File: config.mk
export PLATFORM = sky130hd
export DESIGN_NAME = self_test_unit
export DESIGN_NICKNAME = d
export VERILOG_FILES = /design/src/shared/self_test_pkg.sv /design/src/shared/result_mem_if.sv /design/src/verilog/input_sync.sv /design/src/verilog/result_mem.sv /design/src/verilog/self_test_unit.sv
export SDC_FILE = /design/constraint.sdc
export NUM_CORES = 1
export LEC_CHECK = 0
export BUFFER_PORTS_ARGS = -buffer_cell sky130_fd_sc_hd__buf_2
export CAP_MARGIN = 25
export CORE_UTILIZATION = 62
export DETAILED_ROUTE_END_ITERATION = 7
export GPL_TIMING_DRIVEN = 0
export HOLD_SLACK_MARGIN = 0.1
export PLACE_DENSITY = 0.8
export SLEW_MARGIN = 25
export SYNTH_ARGS = -nofsm -noshare
export SYNTH_HDL_FRONTEND = slang
export SYNTH_SLANG_ARGS = --single-unit
File: constraint.sdc
create_clock -name MCLK -period 3.9 [get_ports MCLK]
set_clock_uncertainty 0.15 [all_clocks]
set_input_delay 0.39 -clock MCLK [delete_from_list [all_inputs] [get_ports MCLK]]
set_output_delay 0.39 -clock MCLK [all_outputs]
set_load 0.01 [all_outputs]
File: src/shared/self_test_pkg.sv
// constants and types shared by the self test unit files
package self_test_pkg;

  // ****************
  // clocking
  // ****************
  localparam int         CLK_MHZ        = 200;
  localparam int         UNIT_MHZ       = 16;
  localparam logic [7:0] ACC_WRAP       = 8'(CLK_MHZ);
  localparam logic [7:0] UNIT_STEP      = 8'(UNIT_MHZ);

  // ****************
  // reply timing
  // ****************
  localparam int          ATC_BIT_NS     = 1450;
  localparam int          ATC_FIRST_NS   = 250;
  localparam int          DABS_CHIP_NS   = 500;
  localparam int          DABS_PRE_NS    = 8000;
  localparam logic [10:0] ATC_BIT_CYC    = 11'(ATC_BIT_NS * CLK_MHZ / 1000);
  localparam logic [10:0] ATC_FIRST_CYC  = 11'(ATC_FIRST_NS * CLK_MHZ / 1000);
  localparam logic [10:0] DABS_CHIP_CYC  = 11'(DABS_CHIP_NS * CLK_MHZ / 1000);
  localparam logic [10:0] DABS_FIRST_CYC =
    11'((DABS_PRE_NS + DABS_CHIP_NS / 2) * CLK_MHZ / 1000);
  localparam logic [5:0]  ATC_BITS       = 6'h0f;
  localparam logic [5:0]  DABS_BITS      = 6'h38;

  // ****************
  // control word fields
  // ****************
  localparam int          TYPE_LSB       = 0;
  localparam int          CHAN_LSB       = 4;
  localparam int          MODE_BIT       = 6;
  localparam logic [1:0]  CHAN_SUM       = 2'h1;
  localparam logic [1:0]  CHAN_DIFF      = 2'h2;
  localparam logic [1:0]  CHAN_OMEGA     = 2'h3;
  localparam logic [3:0]  TYPE_OFF       = 4'h0;
  localparam logic [3:0]  DABS_TYPE_MIN  = 4'h8;
  localparam logic [15:0] CTRL1_RST      = 16'h0000;
  localparam logic [15:0] CTRL2_RST      = 16'h0000;
  localparam logic [7:0]  AMP_NEAR_MAX   = 8'he0;

  // ****************
  // result words
  // ****************
  localparam logic [3:0]  RES_LAST       = 4'ha;
  localparam int          RES_WORDS      = 11;

  typedef enum logic [1:0] {CAP_IDLE, CAP_WAIT, CAP_SAMPLE, CAP_STORE} cap_state_t;

endpackage : self_test_pkg

File: src/shared/result_mem_if.sv
// result word store connection between capture core and memory
interface result_mem_if;
  logic        wr_en;
  logic [3:0]  wr_addr;
  logic [15:0] wr_data;
  logic [3:0]  rd_addr;
  logic [15:0] rd_data;
  modport store (input wr_en, wr_addr, wr_data, rd_addr, output rd_data);
  modport core (output wr_en, wr_addr, wr_data, rd_addr, input rd_data);
endinterface : result_mem_if

File: src/verilog/input_sync.sv
// two flop synchroniser for pin inputs
module input_sync #(
  parameter int W = 1
) (
  input  logic         clk,
  input  logic         arst_n,
  input  logic [W-1:0] d,
  output logic [W-1:0] q
);
  typedef struct packed {
    logic [W-1:0] s1;
    logic [W-1:0] s2;
  } sync_t;

  sync_t r;
  sync_t next_r;

  always_comb
  begin
    next_r.s1 = d;
    next_r.s2 = r.s1;
  end

  always_ff @(posedge clk or negedge arst_n)
  begin
    if (!arst_n)
      r <= '0;
    else
      r <= next_r;
  end

  assign q = r.s2;
endmodule : input_sync

File: src/verilog/result_mem.sv
// eleven word result store with registered read
module result_mem (
  input logic            clk,
  input logic            arst_n,
  result_mem_if.store    mem
);
  typedef struct packed {
    logic [self_test_pkg::RES_WORDS-1:0][15:0] word;
    logic [15:0]                               rdata;
  } store_t;

  store_t r;
  store_t next_r;

  always_comb
  begin
    next_r = r;
    if (mem.wr_en && mem.wr_addr <= self_test_pkg::RES_LAST)
      next_r.word[mem.wr_addr] = mem.wr_data;
    if (mem.rd_addr <= self_test_pkg::RES_LAST)
      next_r.rdata = r.word[mem.rd_addr];
    else
      next_r.rdata = 16'h0000;
  end

  always_ff @(posedge clk or negedge arst_n)
  begin
    if (!arst_n)
      r <= '0;
    else
      r <= next_r;
  end

  assign mem.rd_data = r.rdata;
endmodule : result_mem

File: src/verilog/self_test_unit.sv
// self test unit: interrogation generator and single reply capture
module self_test_unit (
  input  logic        MCLK,
  input  logic        ARST_N,
  input  logic        WR_A,
  input  logic [15:0] WR_DATA,
  input  logic        RD_A,
  output logic [15:0] RD_DATA,
  input  logic        START,
  input  logic        CLEAR_CMD,
  input  logic        INT_DISABLE,
  input  logic        RANGE_ZERO,
  input  logic        REPLY_SUM,
  input  logic        REPLY_DIFF,
  input  logic        REPLY_OMEGA,
  input  logic        LEFT_OF_BORESIGHT,
  input  logic [7:0]  AMP_SUM,
  input  logic [7:0]  AMP_DIFF,
  input  logic [7:0]  AMP_OMEGA,
  output logic        INTERROG_FIRE,
  output logic [3:0]  INTERROG_TYPE,
  output logic        BUSY,
  output logic        DONE,
  output logic        IRQ
);
  localparam int SYNC_W = 29;

  typedef struct packed {
    logic                     wr_second;
    logic [15:0]              pend1;
    logic [15:0]              ctrl1;
    logic [15:0]              ctrl2;
    logic                     gen_en;
    logic [7:0]               acc;
    logic [15:0]              unit_clk;
    logic [15:0]              range_clk;
    logic                     fire;
    logic [3:0]               fire_type;
    self_test_pkg::cap_state_t cap;
    logic [10:0]              cnt;
    logic [5:0]               nbits;
    logic                     chip;
    logic                     first_chip;
    logic                     prev_pulse;
    logic [63:0]              bits;
    logic [15:0]              toa;
    logic [15:0]              arr_unit;
    logic [7:0]               amp;
    logic                     lr;
    logic                     lr_valid;
    logic                     err;
    logic [7:0]               edges;
    logic [3:0]               wptr;
    logic [3:0]               rptr;
    logic [15:0]              rd_data;
    logic                     busy;
    logic                     done;
    logic                     irq;
  } core_t;

  core_t              r;
  core_t              next_r;
  logic [SYNC_W-1:0]  sync_q;
  logic               range_zero_s;
  logic [2:0]         pulse_s;
  logic               lob_s;
  logic [7:0]         amp_sum_s;
  logic [7:0]         amp_diff_s;
  logic [7:0]         amp_omega_s;
  logic               pulse;
  logic               rise;
  logic [7:0]         amp_sel;
  logic               dabs;
  logic [3:0]         itype;
  logic [7:0]         acc_sum;
  logic               tick;

  result_mem_if mif ();

  // ****************
  // pin synchronisers and result store
  // ****************
  input_sync #(.W(SYNC_W)) u_sync (
    .clk    (MCLK),
    .arst_n (ARST_N),
    .d      ({RANGE_ZERO, REPLY_SUM, REPLY_DIFF, REPLY_OMEGA, LEFT_OF_BORESIGHT,
              AMP_SUM, AMP_DIFF, AMP_OMEGA}),
    .q      (sync_q)
  );

  assign {range_zero_s, pulse_s, lob_s, amp_sum_s, amp_diff_s, amp_omega_s} = sync_q;

  result_mem u_mem (
    .clk    (MCLK),
    .arst_n (ARST_N),
    .mem    (mif.store)
  );

  // ****************
  // decoding helpers
  // ****************
  function automatic logic [15:0] result_word(input core_t s, input logic [3:0] idx);
    case (idx)
      4'h0:    result_word = s.toa;
      4'h1:    result_word = {s.lr, s.lr_valid, s.err, 5'h00, s.amp};
      4'h2:    result_word = s.bits[63:48];
      4'h3:    result_word = s.bits[47:32];
      4'h4:    result_word = s.bits[31:16];
      4'h5:    result_word = s.bits[15:0];
      4'h6:    result_word = s.ctrl1;
      4'h7:    result_word = s.ctrl2;
      4'h8:    result_word = {10'h000, s.nbits};
      4'h9:    result_word = s.arr_unit;
      4'ha:    result_word = {8'h00, s.edges};
      default: result_word = 16'h0000;
    endcase
  endfunction : result_word

  function automatic logic [7:0] pick(input logic [1:0] ch, input logic [7:0] a,
                                      input logic [7:0] b, input logic [7:0] c);
    case (ch)
      self_test_pkg::CHAN_SUM:   pick = a;
      self_test_pkg::CHAN_DIFF:  pick = b;
      self_test_pkg::CHAN_OMEGA: pick = c;
      default:                   pick = 8'h00;
    endcase
  endfunction : pick

  always_comb
  begin
    itype   = r.ctrl2[self_test_pkg::TYPE_LSB +: 4];
    dabs    = r.ctrl2[self_test_pkg::MODE_BIT];
    amp_sel = pick(r.ctrl2[self_test_pkg::CHAN_LSB +: 2], amp_sum_s, amp_diff_s, amp_omega_s);
    pulse   = |pick(r.ctrl2[self_test_pkg::CHAN_LSB +: 2], {7'h00, pulse_s[2]},
                    {7'h00, pulse_s[1]}, {7'h00, pulse_s[0]});
    rise    = pulse && !r.prev_pulse;
    acc_sum = r.acc + self_test_pkg::UNIT_STEP;
    tick    = acc_sum >= self_test_pkg::ACC_WRAP;
  end

  // ****************
  // next state
  // ****************
  always_comb
  begin
    next_r = r;
    next_r.fire = 1'b0;
    next_r.prev_pulse = pulse;
    mif.wr_en = 1'b0;
    mif.wr_addr = r.wptr;
    mif.wr_data = result_word(r, r.wptr);
    mif.rd_addr = r.rptr;

    // control word pair
    if (WR_A)
    begin
      if (!r.wr_second)
      begin
        next_r.pend1 = WR_DATA;
        next_r.wr_second = 1'b1;
      end
      else
      begin
        next_r.ctrl1 = r.pend1;
        next_r.ctrl2 = WR_DATA;
        next_r.wr_second = 1'b0;
        next_r.gen_en = 1'b1;
      end
    end
    if (CLEAR_CMD)
      next_r.gen_en = 1'b0;

    // unit clock at 16 MHz from fractional accumulator
    next_r.acc = tick ? acc_sum - self_test_pkg::ACC_WRAP : acc_sum;
    next_r.unit_clk = r.unit_clk + {15'h0000, tick};
    if (tick && r.gen_en && itype != self_test_pkg::TYPE_OFF
        && r.unit_clk == r.ctrl1)
    begin
      next_r.fire = 1'b1;
      next_r.fire_type = itype;
    end

    // range clock
    if ((next_r.fire && itype < self_test_pkg::DABS_TYPE_MIN) || range_zero_s)
      next_r.range_clk = 16'h0000;
    else
      next_r.range_clk = r.range_clk + {15'h0000, tick};

    // reply capture
    case (r.cap)
      self_test_pkg::CAP_IDLE:
        next_r.cap = self_test_pkg::CAP_IDLE;
      self_test_pkg::CAP_WAIT:
        if (rise)
        begin
          next_r.toa = r.range_clk;
          next_r.arr_unit = r.unit_clk;
          next_r.amp = amp_sel;
          next_r.lr = lob_s;
          next_r.lr_valid = amp_sum_s == amp_diff_s && amp_sum_s >= self_test_pkg::AMP_NEAR_MAX;
          next_r.cnt = dabs ? self_test_pkg::DABS_FIRST_CYC : self_test_pkg::ATC_FIRST_CYC;
          next_r.nbits = 6'h00;
          next_r.chip = 1'b0;
          next_r.edges = 8'h01;
          next_r.cap = self_test_pkg::CAP_SAMPLE;
        end
      self_test_pkg::CAP_SAMPLE:
      begin
        if (rise)
          next_r.edges = r.edges + 8'h01;
        if (r.cnt != 11'h000)
          next_r.cnt = r.cnt - 11'h001;
        else if (!dabs)
        begin
          next_r.bits = {r.bits[62:0], pulse};
          next_r.nbits = r.nbits + 6'h01;
          next_r.cnt = self_test_pkg::ATC_BIT_CYC - 11'h001;
          if (r.nbits == self_test_pkg::ATC_BITS - 6'h01)
            next_r.cap = self_test_pkg::CAP_STORE;
        end
        else if (!r.chip)
        begin
          next_r.first_chip = pulse;
          next_r.chip = 1'b1;
          next_r.cnt = self_test_pkg::DABS_CHIP_CYC - 11'h001;
        end
        else
        begin
          next_r.bits = {r.bits[62:0], r.first_chip};
          if (r.first_chip == pulse)
            next_r.err = 1'b1;
          next_r.chip = 1'b0;
          next_r.nbits = r.nbits + 6'h01;
          next_r.cnt = self_test_pkg::DABS_CHIP_CYC - 11'h001;
          if (r.nbits == self_test_pkg::DABS_BITS - 6'h01)
            next_r.cap = self_test_pkg::CAP_STORE;
        end
        if (next_r.cap == self_test_pkg::CAP_STORE)
          next_r.wptr = 4'h0;
      end
      self_test_pkg::CAP_STORE:
      begin
        mif.wr_en = 1'b1;
        next_r.wptr = r.wptr + 4'h1;
        if (r.wptr == self_test_pkg::RES_LAST)
        begin
          next_r.cap = self_test_pkg::CAP_IDLE;
          next_r.busy = 1'b0;
          next_r.done = 1'b1;
        end
      end
      default:
        next_r.cap = self_test_pkg::CAP_IDLE;
    endcase

    // result readout
    if (RD_A)
    begin
      next_r.rd_data = mif.rd_data;
      next_r.rptr = (r.rptr == self_test_pkg::RES_LAST) ? 4'h0 : r.rptr + 4'h1;
    end

    // start restarts capture
    if (START)
    begin
      next_r.cap = self_test_pkg::CAP_WAIT;
      next_r.busy = 1'b1;
      next_r.done = 1'b0;
      next_r.rptr = 4'h0;
      next_r.err = 1'b0;
      next_r.bits = 64'h0;
      next_r.edges = 8'h00;
    end

    next_r.irq = next_r.done && !INT_DISABLE;
  end

  always_ff @(posedge MCLK or negedge ARST_N)
  begin
    if (!ARST_N)
    begin
      r <= '0;
      r.ctrl1 <= self_test_pkg::CTRL1_RST;
      r.ctrl2 <= self_test_pkg::CTRL2_RST;
      r.cap <= self_test_pkg::CAP_IDLE;
    end
    else
      r <= next_r;
  end

  assign RD_DATA       = r.rd_data;
  assign INTERROG_FIRE = r.fire;
  assign INTERROG_TYPE = r.fire_type;
  assign BUSY          = r.busy;
  assign DONE          = r.done;
  assign IRQ           = r.irq;
endmodule : self_test_unit
==> out/results.tsv, run 1 <==
stage	metric	value	unit
floorplanning	Die X	189	um
setup_path	CP max stage delay	740	ps
power_and_ir_drop	switching fraction of total power	0.315	
cts	CTS Hold Bufs	50	
timing	Max Transition Viols Final	0	
synthesis	Synth warnings	0	
synthesis	Area contributors post-synth	dfrtp_1, mux2_2, nand2_1	
synthesis	Post-Synthesis Cells	1934	
power_and_ir_drop	clock power share	0.322	
cts	Clk Latency, worst-skew pair	570	ps
setup_path	CP most frequent cell	clkbuf_1	
cts	H-tree level count	2	
synthesis	#FFs+latches synth	506	
synthesis	Mapped Avg Cell Area	11.2	um2
synthesis	EDFF count, synth	0	
grt	vias in the first global route	16700	
min_path	Hold Path Class	input pin to flop	
power_and_ir_drop	Seq pwr share	0.450	
floorplanning	row count	68	
detailed_routing	DRT iter0 DRCs	1898	
timing	Worst-Margin Slew	1100	ps
layout	Final Net Count	2188	
setup_path	WP data required	4170	ps
layout	n_diodes	0	
cts	Root Buffer	clkbuf_16	
detailed_routing	routed via count	16700	
power_and_ir_drop	switching power	4.74	mW
detailed_routing	Pre-antenna DRT Iters	8	
setup_path	startpoint types	flop	
cts	Worst-path clk slew	60	ps
synthesis	top cell type by total area after synthesis	dfrtp_1	
timing	Final WS setup	258	ps
power_and_ir_drop	Worst VDD drop	0.452	mV
grt	GR Util met3	0.0623	
detailed_routing	vias per cell	6.39	
cts	PostCTS Resize Cnt	0	
layout	share of layout cells above drive strength 1	0.151	
placed_design	count of input and output buffers	74	
setup_path	CP cell instances	inv_1 -> ha_1 -> clkbuf_1 -> clkbuf_1 -> a222oi_1 -> o21ai_0 -> a21oi_1 -> clkbuf_1 -> o21ai_0	
power_and_ir_drop	leakage power	11.2	nW
power_and_ir_drop	PwrDens	603	mW/mm2
detailed_routing	Remaining DRCs	0	
timing	Final setup viols	0	
setup_path	WS Path Type	flop to flop	
synthesis	post-synthesis sequential area ratio	0.582	
timing	Tcrit/Tclk final	0.934	
grt	GRT Overall Usage	0.337	
outcome	outcome	complete, no violations	
synthesis	Post-Syn Nets	2007	
cts	post-CTS setup buffers	0	
setup_path	critical path's slowest cell	a222oi_1	
timing	Setup TNS Final	0	ps
timing	RSZ-0062 raised after global routing	no	
timing	Final Hold Fails	0	
floorplanning	Core ar.	0.0345	mm2
layout	Fillers	2349	
grt	grt met1 use	0.470	
cts	CTS tree	done	
setup_path	Critical Path AT	3920	ps
power_and_ir_drop	logic gate share of total power	0.228	
grt	most used routing layer	met2	
grt	pin count of the biggest net entering global routing	100	
cts	# clock sinks	506	
setup_path	critical path peak fanout	10	
synthesis	Synth Cell Area	0.0218	mm2
floorplanning	Top Ports	76	
placed_design	gpl congestion	0.952	
detailed_routing	routed len/inst	22.4	um
layout	P&R area growth vs syn	14.8	%
min_path	hold path cells	3	
power_and_ir_drop	P_int	10.3	mW
floorplanning	DIE AREA	0.0358	mm2
timing	minimum clock period	3640	ps
floorplanning	Die Ht	189	um
floorplanning	Initial Util	0.630	
timing	headroom to the max-slew limit	0.269	
timing	fmax	275	MHz
synthesis	number of distinct library cells after synthesis	70	
detailed_routing	Final ANT Viol Nets	0	
grt	met2 Use GR	0.531	
job	number of max-cap violations	0	
placed_design	Setup WS pre-CTS	411	ps
layout	highest-count cells in the layout ignoring fill and taps	dfrtp_1, nand2_1, nor2_1, a21oi_1, clkbuf_1	
detailed_routing	Post-Route WL	58500	um
setup_path	endpoint type of the worst setup path	flop	
cts	Num CTS Buffers	50	
grt	GRT overflow	0	
synthesis	ys flop type	dfrtp_1	
layout	most common cell after layout, fill and taps aside	dfrtp_1	
synthesis	asr flop ratio synth	1.00	
placed_design	placed wire-length estimate	39100	um
synthesis	Synth top area share	0.582	
setup_path	R2R depth	9	
grt	initial antenna violation count	0	
grt	first-pass GRT wire length	93100	um
cts	Clock Path Buffers	3	
-- layer usage --
| metal | wire [um] | up-vias | share of wire |
|---|---|---|---|
| met3 | 5460 | 145 | 0.093 |
| met1 | 23400 | 8423 | 0.40 |
| met5 | 0 | - | 0 |
| met4 | 1970 | 0 | 0.034 |
| met2 | 27600 | 890 | 0.47 |
| li1 | - | 7211 | - |
-- through the flow --
stage / utilization / hold slack, ps / power, mW / instances / cell area, um2
after detailed placement: 0.661 / 185 / 10.1 / 2468 / 22800
final: 0.723 / 169 / 15.1 / 2608 / 25000
after global placement: 0.657 / 182 / 9.94 / 2463 / 22700
after CTS: 0.723 / 181 / 15.0 / 2608 / 25000
after floorplan: - / -55.6 / 8.85 / 1934 / 21800
after global routing: 0.723 / 200 / 15.6 / 2608 / 25000
-- worst max-delay path, delay by kind of cell, from the launching register on --
kind / cells / cell delay [ps]
flops: 1 / 440
compound gates: 4 / 1530
fa+ha+maj: 1 / 210
buf+inv: 4 / 1160
-- registers in the layout, summed over array words and instances (netlist names) --
name,flops
RD_DATA,16
itype,4
u_mem.mem.rd_data,16
dabs,1
DONE,1
INTERROG_FIRE,1
INTERROG_TYPE,4
r,219
IRQ,1
u_sync.q,29
mif.rd_addr,4
BUSY,1
mif.wr_addr,4
u_mem.r,176
u_sync.next_r,29
-- synth_stat cells, types with 24 or more instances --
cell type,number
nor2_1,178
a22oi_1,28
o21ai_0,116
mux4_2,32
a22o_1,75
xor2_1,24
nand3_1,37
mux2_2,81
mux2i_1,40
clkbuf_1,105
nand2_1,229
buf_4,26
xnor2_1,36
a21oi_1,150
dfrtp_1,506
-- logic make-up (layout without fill, tap and decap cells) --
logic type | Yosys count | count (layout) | share of synthesized area
flops | 506 | 506 | 0.582
compound gates | 480 | 480 | 0.143
simple gates | 529 | 529 | 0.106
mux | 153 | 153 | 0.0935
buf+inv | 185 | 404 | 0.0393
xor+xnor | 60 | 60 | 0.0242
fa+ha+maj | 21 | 21 | 0.0121
-- power by group through the flow --
| stage | logic [mW] | registers [mW] | clock network, mW |
|---|---|---|---|
| floorplan | 2.30 | 6.54 | 0 |
| CTS | 3.36 | 6.75 | 4.87 |
| detailed placement | 3.29 | 6.83 | 0 |
| global placement | 3.16 | 6.78 | 0 |
| finish | 3.43 | 6.78 | 4.86 |
| global route | 3.69 | 6.85 | 5.08 |
-- area by class of cell --
cell class	instances	area, um2	area share
flip-flops and latches	506	12700	0.507
multi-input cells	1243	8240	0.330
clock buffers	77	1480	0.0594
repair buffers	129	1020	0.0408
plain buffers	165	781	0.0312
well taps	455	569	0.0228
clock inverters	13	159	0.00636
inverters	20	75.1	0.00300
-- final timing paths --
check	slack, ps	endpoint	start
setup / recovery	260	u_mem.r[105]$_DFFE_PN0P_	mif.wr_addr[0]$_DFFE_PN0P_
hold / removal	170	mif.rd_addr[1]$_DFFE_PN0P_	RD_A
setup reg to reg	260	u_mem.r[105]$_DFFE_PN0P_	mif.wr_addr[0]$_DFFE_PN0P_
hold reg to reg	200	u_sync.q[7]$_DFF_PN0_	u_sync.next_r[7]$_DFF_PN0_
max in group asynchronous	1980	r[185]$_DFF_PN0_	ARST_N
min in group asynchronous	260	u_sync.q[22]$_DFF_PN0_	ARST_N
Note: power is estimated with default switching activity, not from simulation.
==> run 2, diff against run 1 <==
CTS_BUF_LIST = sky130_fd_sc_hd__clkbuf_16   (was not set)
CTS_CLUSTER_DIAMETER = 50   (was not set)
==> out/results.tsv, run 2 (synthesis gave the netlist of run 1 again) <==
stage	metric	value	unit	change
layout	Largest register FFs	219		unchanged
detailed_routing	Pre-antenna DRT Iters	6		was 8
cts	Worst-path clk slew	60	ps	about the same
layout	highest-count cells in the layout ignoring fill and taps	dfrtp_1, nand2_1, nor2_1, a21oi_1, o21ai_0		was dfrtp_1, nand2_1, nor2_1, a21oi_1, clkbuf_1
floorplanning	row count	68		unchanged
timing	Worst-Margin Slew	1030	ps	was 1100 ps
timing	fmax	278	MHz	was 275 MHz
detailed_routing	routed len/inst	22.3	um	was 22.4 um
setup_path	WS Path Type	flop to flop		unchanged
floorplanning	Core ar.	0.0345	mm2	unchanged
setup_path	startpoint types	flop		unchanged
cts	PostCTS Resize Cnt	0		unchanged
timing	Final WS setup	297	ps	was 258 ps
setup_path	Critical Path AT	3900	ps	was 3920 ps
cts	# clock sinks	506		unchanged
timing	Setup TNS Final	0	ps	unchanged
timing	RSZ-0062 raised after global routing	no		unchanged
layout	P&R area growth vs syn	14.6	%	was 14.8%
layout	Regs by FF count	r x219, u_mem.r x176		unchanged
detailed_routing	Post-Route WL	58200	um	was 58500 um
timing	Final Hold Fails	0		unchanged
setup_path	WP data required	4200	ps	was 4170 ps
job	number of max-cap violations	0		unchanged
setup_path	critical path peak fanout	10		unchanged
min_path	Hold Path Class	input pin to flop		unchanged
power_and_ir_drop	switching fraction of total power	0.323		was 0.315
timing	Max Transition Viols Final	0		unchanged
placed_design	placed wire-length estimate	39100	um	unchanged
cts	Num CTS Buffers	53		was 50
detailed_routing	DRT iter0 DRCs	1713		was 1898
detailed_routing	Final ANT Viol Nets	0		unchanged
timing	Tcrit/Tclk final	0.924		was 0.934
outcome	outcome	complete, no violations		unchanged
cts	Clk Latency, worst-skew pair	600	ps	was 570 ps
layout	Final Net Count	2191		was 2188
layout	share of layout cells above drive strength 1	0.149		was 0.151
grt	GRT Overall Usage	0.337		about the same
power_and_ir_drop	P_int	10.1	mW	was 10.3 mW
grt	first-pass GRT wire length	92900	um	was 93100 um
grt	pin count of the biggest net entering global routing	100		unchanged
floorplanning	Top Ports	76		unchanged
floorplanning	Die X	189	um	unchanged
power_and_ir_drop	leakage power	11.2	nW	about the same
cts	CTS tree	done		unchanged
power_and_ir_drop	switching power	4.80	mW	was 4.74 mW
setup_path	endpoint type of the worst setup path	flop		unchanged
power_and_ir_drop	Seq pwr share	0.456		was 0.450
layout	n_diodes	0		unchanged
floorplanning	Initial Util	0.630		unchanged
grt	initial antenna violation count	1		was 0
power_and_ir_drop	Worst VDD drop	0.465	mV	was 0.452 mV
grt	GRT overflow	0		unchanged
cts	Clock Path Buffers	3		unchanged
detailed_routing	Remaining DRCs	0		unchanged
cts	Root Buffer	clkbuf_16		unchanged
layout	Top reg by flops	r		unchanged
cts	H-tree level count	2		unchanged
timing	Final setup viols	0		unchanged
floorplanning	Die Ht	189	um	unchanged
placed_design	count of input and output buffers	74		unchanged
placed_design	gpl congestion	0.952		unchanged
detailed_routing	vias per cell	6.37		was 6.39
floorplanning	DIE AREA	0.0358	mm2	unchanged
timing	headroom to the max-slew limit	0.311		was 0.269
grt	vias in the first global route	16800		was 16700
layout	most common cell after layout, fill and taps aside	dfrtp_1		unchanged
detailed_routing	routed via count	16700		about the same
power_and_ir_drop	PwrDens	596	mW/mm2	was 603 mW/mm2
placed_design	Setup WS pre-CTS	411	ps	unchanged
power_and_ir_drop	logic gate share of total power	0.230		was 0.228
power_and_ir_drop	clock power share	0.314		was 0.322
timing	minimum clock period	3600	ps	was 3640 ps
==> run 2: cell types whose count changed in the layout (fill, tap and decap cells not counted), sizes merged <==
cell,before,now
inv,22,41
clkinv,5,14
clkbuf,182,160
bufinv,3,0
clkinvlp,3,6
==> run 2: through the flow <==
stage	utilization	hold slack [ps]	cell area (um2)	total power, mW	cells
floorplan	-	-55.6	21800	8.85	1934
global placement	0.657	182	22700	9.94	2463
finish	0.722	161	24900	14.9	2614
global route	0.722	152	24900	15.5	2614
detailed placement	0.661	185	22800	10.1	2468
CTS	0.722	151	24900	14.8	2614
==> run 2: power by group through the flow <==
stage | Combinational (mW) | Sequential, mW | Clock, mW
finish | 3.42 | 6.78 | 4.66
global route | 3.70 | 6.86 | 4.92
CTS | 3.36 | 6.75 | 4.69
detailed placement | 3.29 | 6.83 | 0
global placement | 3.16 | 6.78 | 0
floorplan | 2.30 | 6.54 | 0
==> run 2: worst max-delay path: stages, from the launching register on <==
cell	delay [ps]
dfrtp_1	440
inv_1	110
ha_1	200
clkbuf_1	210
clkbuf_1	350
a222oi_1	680
o21ai_0	260
a21oi_1	330
clkbuf_1	510
o21ai_0	200
==> run 2: final timing paths <==
kind,slack (ps),start,endpoint,cells after the start
max,300,mif.wr_addr[0]$_DFFE_PN0P_,u_mem.r[122]$_DFFE_PN0P_,9
min,160,RD_A,mif.rd_addr[1]$_DFFE_PN0P_,3
max reg2reg,300,mif.wr_addr[0]$_DFFE_PN0P_,u_mem.r[122]$_DFFE_PN0P_,9
min reg2reg,190,u_sync.next_r[24]$_DFF_PN0_,u_sync.q[24]$_DFF_PN0_,0
max in group asynchronous,1990,ARST_N,r[253]$_DFFE_PN0P_,4
min in group asynchronous,230,ARST_N,u_sync.next_r[15]$_DFF_PN0_,2
==> run 2: repair_timing <==
action                                  4_1_cts  5_1_grt
hold buffers                                 50        0
setup buffers                                 0        0
endpoints found under the setup margin        0        0
hold endpoints to repair                    133        0
==> run 2: final cells by class <==
cell class | count | area [um2]
fill | 2365 | 9610
clock buffer | 55 | 1380
sequential | 506 | 12700
buffer | 165 | 781
timing repair buffer | 129 | 1020
clock inverter | 41 | 213
tap | 455 | 569
multi-input combinational | 1243 | 8240
inverter | 20 | 75.1
==> run 2: per-layer routing <==
| layer | share of wire | GRT usage |
|---|---|---|
| met5 | 0.00015 | 0 |
| met4 | 0.038 | 0.141 |
| met3 | 0.099 | 0.0727 |
| met2 | 0.47 | 0.523 |
| met1 | 0.39 | 0.466 |
==> run 3, diff against run 2 <==
SETUP_SLACK_MARGIN = 0.5   (was not set)
==> out/results.tsv, run 3 (synthesis gave the netlist of run 1 again) <==
stage	metric	value	unit	change
outcome	outcome	complete, no violations		unchanged
power_and_ir_drop	clock power share	0.313		was 0.314
setup_path	WS Path Type	flop to flop		unchanged
cts	post-CTS setup buffers	0		unchanged
detailed_routing	Metal-1 WL	23200	um	was 22900 um
cts	Num CTS Buffers	53		unchanged
grt	GRT overflow	0		unchanged
power_and_ir_drop	logic gate share of total power	0.231		was 0.230
grt	pin count of the biggest net entering global routing	100		unchanged
timing	fmax	302	MHz	was 278 MHz
layout	highest-count cells in the layout ignoring fill and taps	dfrtp_1, nand2_1, nor2_1, a21oi_1, o21ai_0		unchanged
min_path	HP Start	RD_A		unchanged
detailed_routing	Final ANT Viol Nets	0		unchanged
setup_path	Critical Path Source	mif.wr_addr[0]$_DFFE_PN0P_		unchanged
timing	WHS	157	ps	was 161 ps
grt	first-pass GRT wire length	92900	um	about the same
placed_design	placed wire-length estimate	39100	um	unchanged
grt	GRT Overall Usage	0.337		about the same
detailed_routing	DRT iter0 DRCs	1803		was 1713
floorplanning	DIE AREA	0.0358	mm2	unchanged
setup_path	Critical Path AT	3610	ps	was 3900 ps
grt	vias in the first global route	16800		about the same
floorplanning	Core ar.	0.0345	mm2	unchanged
detailed_routing	Remaining DRCs	0		unchanged
timing	Final Hold Fails	0		unchanged
min_path	Hold Path Class	input pin to flop		unchanged
placed_design	count of input and output buffers	74		unchanged
detailed_routing	routed via count	16600		was 16700
floorplanning	Top Ports	76		unchanged
timing	Setup TNS Final	0	ps	unchanged
timing	Worst-Margin Slew	977	ps	was 1030 ps
cts	CTS tree	done		unchanged
setup_path	startpoint types	flop		unchanged
layout	n_diodes	0		unchanged
layout	Largest register FFs	219		unchanged
floorplanning	Initial Util	0.630		unchanged
grt	initial antenna violation count	2		was 1
timing	headroom to the max-slew limit	0.349		was 0.311
timing	Tcrit/Tclk final	0.848		was 0.924
cts	Clk Latency, worst-skew pair	600	ps	about the same
detailed_routing	met2 WL post-DR	27100	um	was 27300 um
detailed_routing	routed len/inst	22.3	um	about the same
power_and_ir_drop	PwrDens	596	mW/mm2	about the same
timing	RSZ-0062 raised after global routing	no		unchanged
setup_path	setup slack, reg-to-reg	590	ps	was 300 ps
power_and_ir_drop	P_int	10.1	mW	about the same
timing	Final setup viols	0		unchanged
power_and_ir_drop	leakage power	11.3	nW	was 11.2 nW
layout	Regs by FF count	r x219, u_mem.r x176		unchanged
setup_path	WP data required	4200	ps	about the same
power_and_ir_drop	Seq pwr share	0.456		about the same
detailed_routing	routed wl met3	5670	um	was 5750 um
detailed_routing	vias per cell	6.34		was 6.37
setup_path	endpoint type of the worst setup path	flop		unchanged
cts	H-tree level count	2		unchanged
timing	minimum clock period	3310	ps	was 3600 ps
setup_path	R2R Path Start	mif.wr_addr[0]$_DFFE_PN0P_		unchanged
power_and_ir_drop	Worst VDD drop	0.463	mV	was 0.465 mV
detailed_routing	Post-Route WL	58300	um	was 58200 um
detailed_routing	Pre-antenna DRT Iters	6		unchanged
floorplanning	Die X	189	um	unchanged
layout	Top reg by flops	r		unchanged
cts	Root Buffer	clkbuf_16		unchanged
placed_design	gpl congestion	0.952		unchanged
layout	share of layout cells above drive strength 1	0.154		was 0.149
power_and_ir_drop	switching power	4.80	mW	about the same
power_and_ir_drop	switching fraction of total power	0.323		about the same
job	number of max-cap violations	0		unchanged
timing	Max Transition Viols Final	0		unchanged
layout	Final Net Count	2191		unchanged
cts	Clock Path Buffers	3		unchanged
layout	Fillers	2363		was 2365
floorplanning	Die Ht	189	um	unchanged
layout	most common cell after layout, fill and taps aside	dfrtp_1		unchanged
setup_path	critical path peak fanout	10		unchanged
cts	# clock sinks	506		unchanged
floorplanning	row count	68		unchanged
cts	Worst-path clk slew	60	ps	about the same
detailed_routing	max layer used	met5		unchanged
layout	P&R area growth vs syn	14.7	%	was 14.6%
run 3: path summary, 6_finish.rpt:
check / endpoint / cells after the start
max: u_mem.r[106]$_DFFE_PN0P_ / 9
min: mif.rd_addr[1]$_DFFE_PN0P_ / 3
max reg2reg: u_mem.r[106]$_DFFE_PN0P_ / 9
min reg2reg: u_sync.q[24]$_DFF_PN0_ / 0
max in group asynchronous: r[236]$_DFFE_PN0P_ / 4
min in group asynchronous: u_sync.next_r[15]$_DFF_PN0_ / 2
run 3: per-stage QoR:
step / power, mW / utilization / cell area [um2] / setup WS [ps] / instances
final: 14.9 / 0.723 / 25000 / 593 / 2614
after global routing: 15.5 / 0.723 / 25000 / 502 / 2614
after CTS: 14.8 / 0.722 / 24900 / 591 / 2614
after detailed placement: 10.1 / 0.661 / 22800 / 411 / 2468
after global placement: 9.94 / 0.657 / 22700 / -7490 / 2463
after floorplan: 8.85 / - / 21800 / 1130 / 1934
run 3: layout make-up:
cell class | count | area (um2) | share of cell area
flip-flops and latches | 506 | 12700 | 0.507
multi-input cells | 1243 | 8260 | 0.331
clock buffers | 55 | 1380 | 0.0551
repair buffers | 129 | 1020 | 0.0408
plain buffers | 165 | 792 | 0.0317
well taps | 455 | 569 | 0.0228
clock inverters | 41 | 213 | 0.00852
inverters | 20 | 75.1 | 0.00301
run 3: worst max-delay path: stages (launching register included):
cell and delay (ps):
dfrtp_1 440, inv_1 110, ha_1 200, clkbuf_1 300
buf_2 310, a222oi_1 560, o21ai_0 270, a21oi_1 330
clkbuf_2 340, o21ai_0 140
run 3: routing by layer:
| metal | GRT usage | vias up |
|---|---|---|
| met5 | 0 | - |
| met4 | 0.141 | 4 |
| met3 | 0.0727 | 171 |
| met2 | 0.523 | 892 |
| met1 | 0.466 | 8285 |
| li1 | - | 7229 |
run 3: power groups by stage:
stage / combinational (mW) / clock, mW / sequential, mW
6_report: 3.44 / 4.65 / 6.78
3_5_place_dp: 3.29 / 0 / 6.83
4_1_cts: 3.36 / 4.69 / 6.75
3_3_place_gp: 3.16 / 0 / 6.78
5_1_grt: 3.71 / 4.92 / 6.86
2_1_floorplan: 2.30 / 0 / 6.54
run 3: timing repair:
| action | CTS | global route |
|---|---|---|
| hold buffers | 50 | 0 |
| pin swaps | 3 | 1 |
| gates resized for setup | 4 | 12 |
| setup endpoints to repair | 27 | 84 |
| endpoints found under the hold margin | 133 | 0 |
